[src/hw/mbrw_consts.vh]
// constants of the register read/write command block: function codes,
// frame fields, length values and exception codes
// assumes frames arrive as a byte stream with the application header first
`ifndef MBRW_CONSTS_VH
`define MBRW_CONSTS_VH

`define MBRW_FC_RD_HOLD   8'h03
`define MBRW_FC_RD_INPUT  8'h04
`define MBRW_FC_WR_SINGLE 8'h06
`define MBRW_ERR_BIT      8'h80

`define MBRW_REQ_LEN      16'h0006
`define MBRW_RD_LEN_BASE  16'h0003
`define MBRW_WR_RSP_LEN   16'h0006
`define MBRW_EXC_LEN      16'h0003
`define MBRW_LAST_ADJ     9'h005

`define MBRW_CNT_MIN      16'h0001
`define MBRW_CNT_MAX      16'h007d

`define MBRW_EXC_FUNC     8'h01
`define MBRW_EXC_ADDR     8'h02
`define MBRW_EXC_VALUE    8'h03

`define MBRW_TCP_PORT     16'h01f6

`define MBRW_REQ_BYTES    5'h0c
`define MBRW_MIN_BYTES    5'h08
`define MBRW_CNT_SAT      5'h0d
`define MBRW_RSP_HDR      9'h009

`endif

[src/hw/mbrw_rx.v]
// request capture: stores the first twelve bytes of one frame
// assumes a byte stream on the same clock, frame end marked by in_last
`timescale 1ns/1ps
`default_nettype none
`include "mbrw_consts.vh"

module mbrw_rx (
  input  wire        clk,
  input  wire        rst,
  input  wire        in_valid,
  input  wire [7:0]  in_data,
  input  wire        in_last,
  input  wire        take,
  output wire [95:0] frame,
  output reg         done_r,
  output reg  [4:0]  nbytes_r
);

  reg  [4:0] cnt_r;
  wire       acc = in_valid & take;

  genvar i;
  generate
    for (i = 0; i < 12; i = i + 1) begin : g_byte
      reg [7:0] b_r;
      always @(posedge clk or posedge rst) begin
        if (rst)
          b_r <= 8'h00;
        else if (acc && cnt_r == i)
          b_r <= in_data;
      end
      // byte 0 lands in the top lane so fields read big-endian
      assign frame[95-8*i -: 8] = b_r;
    end
  endgenerate

  // count saturates so an overlong frame is still seen as too long
  always @(posedge clk or posedge rst) begin
    if (rst) begin
      cnt_r    <= 5'h00;
      done_r   <= 1'b0;
      nbytes_r <= 5'h00;
    end else begin
      done_r <= 1'b0;
      if (acc) begin
        if (in_last) begin
          cnt_r    <= 5'h00;
          done_r   <= 1'b1;
          nbytes_r <= (cnt_r == `MBRW_CNT_SAT) ? cnt_r : cnt_r + 5'h01;
        end else if (cnt_r != `MBRW_CNT_SAT) begin
          cnt_r <= cnt_r + 5'h01;
        end
      end
    end
  end

endmodule
`default_nettype wire

[src/hw/mbrw_regrw.v]
// register read/write command interpreter: parses one request frame,
// checks it, reads or writes registers and streams back the response
// assumes request and response byte streams and the register store all
// run on MCLK; REG_RD_DATA, REG_VALID and REG_PDO follow REG_ADDR
// combinationally in the same cycle
//
// Functional notes
// - read uses code 03h/04h, length 0006h, start address, count 1..7Dh
// - read reply: length 3+2M, byte count 2M, then M values
// - single write uses code 06h, length 0006h, 16-bit address and value
// - single writes accepted only on process data registers
// - good single write is answered by an exact echo of the request
// - failure reply: length 0003h, code with bit 7 set, exception 01..03
// - transaction identifier copied unchanged into the reply
// - protocol and unit identifiers are zero both ways
// - all multi-byte fields travel most significant byte first
// - frames come on TCP port 502, one connection, no CRC
`timescale 1ns/1ps
`default_nettype none
`include "mbrw_consts.vh"

module mbrw_regrw (
  input  wire        MCLK,
  input  wire        RST,
  input  wire        RX_VALID,
  input  wire [7:0]  RX_DATA,
  input  wire        RX_LAST,
  input  wire [15:0] RX_PORT,
  output wire        RX_READY,
  output wire        TX_VALID,
  output wire [7:0]  TX_DATA,
  output wire        TX_LAST,
  input  wire        TX_READY,
  output wire [15:0] REG_ADDR,
  input  wire [15:0] REG_RD_DATA,
  input  wire        REG_VALID,
  input  wire        REG_PDO,
  output wire        REG_WR_STB,
  output wire [15:0] REG_WR_DATA
);

  localparam [2:0] S_IDLE = 3'd0;
  localparam [2:0] S_SCAN = 3'd1;
  localparam [2:0] S_WR   = 3'd2;
  localparam [2:0] S_LOAD = 3'd3;
  localparam [2:0] S_SEND = 3'd4;

  wire [95:0] frame;
  wire        done;
  wire [4:0]  nbytes;

  reg  [2:0]  state_r;
  reg  [15:0] tid_r;
  reg  [7:0]  fc_r;
  reg  [15:0] start_r;
  reg  [15:0] addr_r;
  reg  [15:0] val_r;
  reg  [6:0]  left_r;
  reg         err_r;
  reg  [7:0]  exc_r;
  reg  [15:0] rsp_len_r;
  reg  [8:0]  idx_r;
  reg  [7:0]  lo_r;
  reg         port_bad_r;
  reg         tx_valid_r;
  reg  [7:0]  tx_data_r;
  reg         tx_last_r;
  reg         wr_stb_r;
  reg  [15:0] wr_data_r;
  reg  [7:0]  byte_nxt;

  assign RX_READY    = (state_r == S_IDLE);
  assign TX_VALID    = tx_valid_r;
  assign TX_DATA     = tx_data_r;
  assign TX_LAST     = tx_last_r;
  assign REG_ADDR    = addr_r;
  assign REG_WR_STB  = wr_stb_r;
  assign REG_WR_DATA = wr_data_r;

  mbrw_rx u_rx (
    .clk      (MCLK),
    .rst      (RST),
    .in_valid (RX_VALID),
    .in_data  (RX_DATA),
    .in_last  (RX_LAST),
    .take     (RX_READY),
    .frame    (frame),
    .done_r   (done),
    .nbytes_r (nbytes)
  );

  // request fields, high byte first on the wire
  wire [15:0] f_tid  = frame[95:80];
  wire [15:0] f_pid  = frame[79:64];
  wire [15:0] f_len  = frame[63:48];
  wire [7:0]  f_uid  = frame[47:40];
  wire [7:0]  f_fc   = frame[39:32];
  wire [15:0] f_addr = frame[31:16];
  wire [15:0] f_val  = frame[15:0];

  wire        is_rd   = (f_fc == `MBRW_FC_RD_HOLD) || (f_fc == `MBRW_FC_RD_INPUT);
  wire        is_wr   = (f_fc == `MBRW_FC_WR_SINGLE);
  wire        f_drop  = (nbytes < `MBRW_MIN_BYTES) || (f_pid != 16'h0000) ||
                        (f_uid != 8'h00) || port_bad_r;
  wire        cnt_bad = (f_val < `MBRW_CNT_MIN) || (f_val > `MBRW_CNT_MAX);
  wire        rsp_wr  = (fc_r == `MBRW_FC_WR_SINGLE);
  wire [8:0]  sel     = (state_r == S_SEND) ? idx_r + 9'h001 : 9'h000;
  wire [8:0]  dsel    = sel - `MBRW_RSP_HDR;
  wire [8:0]  last_ix = rsp_len_r[8:0] + `MBRW_LAST_ADJ;
  wire [7:0]  bcount  = {left_r, 1'b0};
  wire        hs      = tx_valid_r & TX_READY;
  wire        rd_step = !rsp_wr && !err_r && (sel >= `MBRW_RSP_HDR) && !dsel[0];
  // alignment is only checked where the address maps onto process data
  wire        scan_bad = !REG_VALID || (REG_PDO && start_r[0]);

  // response byte at position sel
  always @* begin
    byte_nxt = 8'h00;
    case (sel)
      9'd0: byte_nxt = tid_r[15:8];
      9'd1: byte_nxt = tid_r[7:0];
      9'd2: byte_nxt = 8'h00;
      9'd3: byte_nxt = 8'h00;
      9'd4: byte_nxt = rsp_len_r[15:8];
      9'd5: byte_nxt = rsp_len_r[7:0];
      9'd6: byte_nxt = 8'h00;
      9'd7: byte_nxt = err_r ? (fc_r | `MBRW_ERR_BIT) : fc_r;
      9'd8: begin
        if (err_r)
          byte_nxt = exc_r;
        else if (rsp_wr)
          byte_nxt = start_r[15:8];
        else
          byte_nxt = bcount;
      end
      9'd9: byte_nxt = rsp_wr ? start_r[7:0] : REG_RD_DATA[15:8];
      9'd10: byte_nxt = rsp_wr ? val_r[15:8] : lo_r;
      9'd11: byte_nxt = rsp_wr ? val_r[7:0] : REG_RD_DATA[15:8];
      default: byte_nxt = dsel[0] ? lo_r : REG_RD_DATA[15:8];
    endcase
  end

  always @(posedge MCLK or posedge RST) begin
    if (RST) begin
      state_r    <= S_IDLE;
      tid_r      <= 16'h0000;
      fc_r       <= 8'h00;
      start_r    <= 16'h0000;
      addr_r     <= 16'h0000;
      val_r      <= 16'h0000;
      left_r     <= 7'h00;
      err_r      <= 1'b0;
      exc_r      <= 8'h00;
      rsp_len_r  <= 16'h0000;
      idx_r      <= 9'h000;
      lo_r       <= 8'h00;
      port_bad_r <= 1'b0;
      tx_valid_r <= 1'b0;
      tx_data_r  <= 8'h00;
      tx_last_r  <= 1'b0;
      wr_stb_r   <= 1'b0;
      wr_data_r  <= 16'h0000;
    end else begin
      wr_stb_r <= 1'b0;
      if (RX_VALID && RX_READY && RX_PORT != `MBRW_TCP_PORT)
        port_bad_r <= 1'b1;
      case (state_r)
        S_IDLE: begin
          if (done) begin
            // a byte of the next frame taken this cycle keeps its mark
            port_bad_r <= RX_VALID && (RX_PORT != `MBRW_TCP_PORT);
            tid_r      <= f_tid;
            fc_r       <= f_fc;
            start_r    <= f_addr;
            addr_r     <= f_addr;
            val_r      <= f_val;
            left_r     <= f_val[6:0];
            err_r      <= 1'b0;
            rsp_len_r  <= `MBRW_EXC_LEN;
            if (f_drop) begin
              // frames under eight bytes, with nonzero protocol or unit identifiers, or from another port get no answer at all
              state_r <= S_IDLE;
            end else if (!is_rd && !is_wr) begin
              err_r   <= 1'b1;
              exc_r   <= `MBRW_EXC_FUNC;
              state_r <= S_LOAD;
            end else if (f_len != `MBRW_REQ_LEN || nbytes != `MBRW_REQ_BYTES) begin
              err_r   <= 1'b1;
              exc_r   <= `MBRW_EXC_VALUE;
              state_r <= S_LOAD;
            end else if (is_wr) begin
              state_r <= S_WR;
            end else if (cnt_bad) begin
              err_r   <= 1'b1;
              exc_r   <= `MBRW_EXC_VALUE;
              state_r <= S_LOAD;
            end else begin
              state_r <= S_SCAN;
            end
          end
        end
        S_SCAN: begin
          // every address is checked before the first byte goes out
          if (scan_bad) begin
            err_r   <= 1'b1;
            exc_r   <= `MBRW_EXC_ADDR;
            state_r <= S_LOAD;
          end else if (left_r == 7'h01) begin
            addr_r    <= start_r;
            left_r    <= val_r[6:0];
            rsp_len_r <= `MBRW_RD_LEN_BASE + {8'h00, val_r[6:0], 1'b0};
            state_r   <= S_LOAD;
          end else begin
            left_r <= left_r - 7'h01;
            addr_r <= addr_r + 16'h0001;
          end
        end
        S_WR: begin
          if (REG_VALID && REG_PDO) begin
            wr_stb_r  <= 1'b1;
            wr_data_r <= val_r;
            rsp_len_r <= `MBRW_WR_RSP_LEN;
          end else begin
            err_r   <= 1'b1;
            exc_r   <= `MBRW_EXC_ADDR;
          end
          state_r <= S_LOAD;
        end
        S_LOAD: begin
          tx_valid_r <= 1'b1;
          tx_data_r  <= byte_nxt;
          tx_last_r  <= 1'b0;
          idx_r      <= 9'h000;
          state_r    <= S_SEND;
        end
        S_SEND: begin
          if (hs) begin
            if (tx_last_r) begin
              tx_valid_r <= 1'b0;
              tx_last_r  <= 1'b0;
              state_r    <= S_IDLE;
            end else begin
              idx_r     <= sel;
              tx_data_r <= byte_nxt;
              tx_last_r <= (sel == last_ix);
              if (rd_step) begin
                lo_r   <= REG_RD_DATA[7:0];
                addr_r <= addr_r + 16'h0001;
              end
            end
          end
        end
        default: state_r <= S_IDLE;
      endcase
    end
  end

endmodule
`default_nettype wire

[config.mk]
export PLATFORM = sky130hd
export DESIGN_NAME = mbrw_regrw
export DESIGN_NICKNAME = d
export VERILOG_FILES = /design/src/hw/mbrw_rx.v /design/src/hw/mbrw_regrw.v
export VERILOG_INCLUDE_DIRS = /design/src /design/src/hw
export SDC_FILE = /design/constraint.sdc
export NUM_CORES = 1
export LEC_CHECK = 0
export BUFFER_PORTS_ARGS = -buffer_cell sky130_fd_sc_hd__buf_2
export CORE_UTILIZATION = 65
export DETAILED_ROUTE_END_ITERATION = 7
export GPL_TIMING_DRIVEN = 0
export PLACE_DENSITY = 0.95
export RECOVER_POWER = 100
export SLEW_MARGIN = 0
export SYNTH_ARGS = -nofsm -noshare
export SYNTH_HDL_FRONTEND = slang
export SYNTH_HIERARCHICAL = 1
export SYNTH_SLANG_ARGS = --single-unit
[constraint.sdc]
create_clock -name MCLK -period 13.2 [get_ports MCLK]
set_input_delay 2.64 -clock MCLK [delete_from_list [all_inputs] [get_ports MCLK]]
set_output_delay 2.64 -clock MCLK [all_outputs]
set_load 0.01 [all_outputs]
==> results.json <==
{
  "synth.yosys.warnings": 6,
  "finalCritPeriodShare": 0.4940,
  "rr_endpoint": "REG_WR_DATA[4]$_DFFE_PP0P_",
  "netlist_instances": 1204,
  "grt_pass1_wl_um": 55800,
  "synth-seq-cells": 246,
  "power_frac_seq": 0.484,
  "holdBufCountCts": 0,
  "first_iter_violations": 1156,
  "synth_top_area_cell": "dfrtp_1",
  "rsz0062_at_grt": "false",
  "synth_area_um2": 12390,
  "hold_path.class": "flip-flop to flip-flop",
  "via_per_inst": 6.652,
  "p_int_uw": 1224,
  "powerDensity_nw_per_um2": 112.0,
  "min_to": "tid_r[0]$_DFFE_PP0P_",
  "synth.area.top_cells": "dfrtp_1 50%, mux2_2 13%, nand2_1 6.7%, o21ai_0 2.2%, nor2_1 1.9%",
  "synth-async-reset-ratio": 1.000,
  "final.setup.tns_ps": 0,
  "min_path_cells": 2,
  "period_needed_ps": 6521,
  "critPathArrivalTime_ps": 6360,
  "clk_pin_slew_worst_paths_ps": 60,
  "switching_share": 0.2143,
  "tightest_slew_ps": 3538,
  "cp_max_fo": 69,
  "area_growth_pct": 12.25,
  "grt_use_total": 0.3666,
  "combPwrFrac": 0.022,
  "finClkSkew_ps": 8.680,
  "yosysSeqAreaShare": 0.4970,
  "cts-root-buf": "clkbuf_16",
  "initial_utilization": 0.6621,
  "wirelength_um": 35280,
  "cts-resized-gates": 0,
  "r2r_slack_ps": 9180,
  "ys_types": 77,
  "dp_hpwl_um": 24850,
  "grt_max_degree": 102,
  "grt-ovfl-total": 0,
  "rows": 50,
  "hold_start": "u_rx/g_byte[1].b_r[0]$_DFFE_PP0P_",
  "dieArea_um2": 19610,
  "synthFlopType": "dfrtp_1",
  "cts_made_buffers": 25,
  "ant_nets": 0,
  "route.detailed.drc": 0,
  "vias": 10480,
  "antenna_cells": 0,
  "start_kind": "input port",
  "vdd_drop_max_mv": 0.1223,
  "htreeDepth": 1,
  "status": "finished with violations",
  "timing.fmax_mhz": 153.3,
  "layout.nets": 1381,
  "path_class": "input port to async pin",
  "antenna_found_initial": 0,
  "fillCellCount": 1272,
  "fin_cells": 1576,
  "cts_setup_buffers": 0,
  "reg2reg_depth": 6,
  "pin_count": 91,
  "cap_violations": 4,
  "drive_gt1_frac": 0.1796,
  "crit_path_start": "RST",
  "grt_pass1_vias": 10560,
  "wl_per_cell_um": 22.38,
  "switchingPower_uw": 333.7,
  "cts_buffer_depth": 3,
  "clkSinkCount": 246,
  "drtPass1Iterations": 5,
  "place_congestion": 0.9694,
  "endpoint_kind": "async pin",
  "worstSkewPairLatency_ps": 540,
  "setup_viol": 0,
  "dieWidth_um": 140.0,
  "dp.cells": 1531,
  "coreArea_um2": 18710,
  "hold_viol": 0,
  "violations": "max-capacitance violations, max-slew violations",
  "synth-edff-count": 0,
  "synthesis.nets": 1261,
  "rr_startpoint": "state_r[0]$_DFFE_PP0P_",
  "required_ps": 13040,
  "cts_tree": "built",
  "drv_slew": 160,
  "die_y_um": 140.0,
  "clockPowerShare": 0.493,
  "portBuffers": 90,
  "cellLeakagePower_uw": 0.006527,
  "yosys.area.top_type_share": 0.4970,
  "slew_headroom": -1.358,
  "syn_avg_cell_area_um2": 10.29
}
==> worst max path at each step <==
stage	endpoint	cells past startpoint
6_report	u_rx/g_byte[9].b_r[3]$_DFFE_PP0P_	3
5_1_grt	u_rx/g_byte[9].b_r[3]$_DFFE_PP0P_	3
4_1_cts	RX_READY	4
3_5_place_dp	REG_WR_DATA[4]$_DFFE_PP0P_	5
3_3_place_gp	REG_WR_DATA[1]$_DFFE_PP0P_	2
2_1_floorplan	REG_ADDR[0]$_DFFE_PP0P_	1
==> state kept, by name (all words and copies together), names as in the netlist, 8 cells and up <==
register         cells
start_r             16
fc_r                 8
rsp_len_r            9
val_r               16
lo_r                 8
REG_WR_DATA         16
TX_DATA              8
tid_r               16
u_rx/g_byte.b_r     96
REG_ADDR            16
idx_r                9
==> stage by stage <==
stage | power (uW) | instance area (um^2) | utilization | setup WS (ps) | hold WS, ps
2_1_floorplan | 785.4 | 12390 | - | 6835 | 433.1
3_3_place_gp | 801.7 | 13130 | 0.7019 | 5323 | 441.7
3_5_place_dp | 804.8 | 13200 | 0.7055 | 8345 | 447.5
4_1_cts | 1563 | 14090 | 0.7532 | 8437 | 466.6
5_1_grt | 1589 | 13900 | 0.7433 | 5689 | 493.3
6_report | 1557 | 13900 | 0.7433 | 6679 | 465.0
==> cells in the mapped netlist (3+ instances only) <==
cell type	instances
nor4_1	19
o211ai_1	5
inv_1	19
nor2_2	8
a211oi_1	7
xor2_1	12
a22oi_1	16
clkbuf_1	46
a221oi_1	13
o31a_1	3
o32ai_1	3
nand4_1	6
mux2_2	140
and3_1	11
buf_2	19
nand3_1	24
mux2i_1	14
and2_1	8
a21o_1	5
o2bb2ai_1	9
dfrtp_1	246
o21ai_0	55
buf_1	5
nor3_1	21
nand2_1	221
ha_1	10
xnor2_1	23
a21oi_1	31
nor2_1	63
o31ai_1	9
o22a_1	3
or4_1	4
nand2b_1	5
a32oi_1	5
nand3b_1	4
nor2b_1	9
and4_1	5
a222oi_1	5
nor3b_1	10
nand4b_1	9
nor4b_1	9
a31oi_1	15
or3_1	6
==> power groups by stage <==
stage / combinational, uW / clock [uW] / sequential (uW)
global placement: 33.2 / 0 / 769
finish: 34.8 / 768 / 754
CTS: 36.9 / 772 / 754
detailed placement: 36.4 / 0 / 768
floorplan: 17.0 / 0 / 768
global route: 39.0 / 796 / 754
==> cell usage in the layout, fill, tap and decap left out, types with 21 or more instances in the layout <==
cell type    n
clkbuf_1   114
nor2_1      72
nor3_1      21
clkbuf_16   25
nand2_1    221
a21oi_1     31
nand3_1     24
xnor2_1     23
o21ai_0     56
buf_2       51
dfrtp_1    246
mux2_2     134
==> routing by layer <==
layer | routed length (um) | vias up | GRT usage
met1 | 13520 | 5126 | 0.4654
li1 | - | 4570 | -
met2 | 16920 | 636 | 0.6087
met3 | 2947 | 151 | 0.06154
met4 | 1879 | 0 | 0.1891
met5 | 0 | - | 0
==> layout make-up <==
cell class | count | area [um^2] | share of cell area
clock buffers | 33 | 715.7 | 0.05148
inverters | 19 | 73.82 | 0.005310
well taps | 234 | 292.8 | 0.02106
plain buffers | 74 | 294.0 | 0.02115
flip-flops and latches | 246 | 6156 | 0.4428
repair buffers | 93 | 425.4 | 0.03060
clock inverters | 12 | 177.7 | 0.01278
multi-input cells | 865 | 5768 | 0.4149
==> worst max-delay path, cell delays in order <==
cell and delay, ps:
clkbuf_1 100, clkinvlp_2 990, clkbuf_1 2560
==> kinds of logic (layout without fill, tap and decap cells) <==
logic type	count (synthesis)	in the layout	share of synthesized area
AND/OR/NAND/NOR	454	454	0.1793
adder cells (fa/ha/maj)	10	10	0.01010
XOR/XNOR	35	35	0.02475
flip-flops	246	246	0.4970
multiplexers	156	156	0.1409
buffers and inverters	93	231	0.03172
AO/OA/AOI/OAI	210	210	0.1162
No activity file was read; power rests on OpenSTA's default activity.
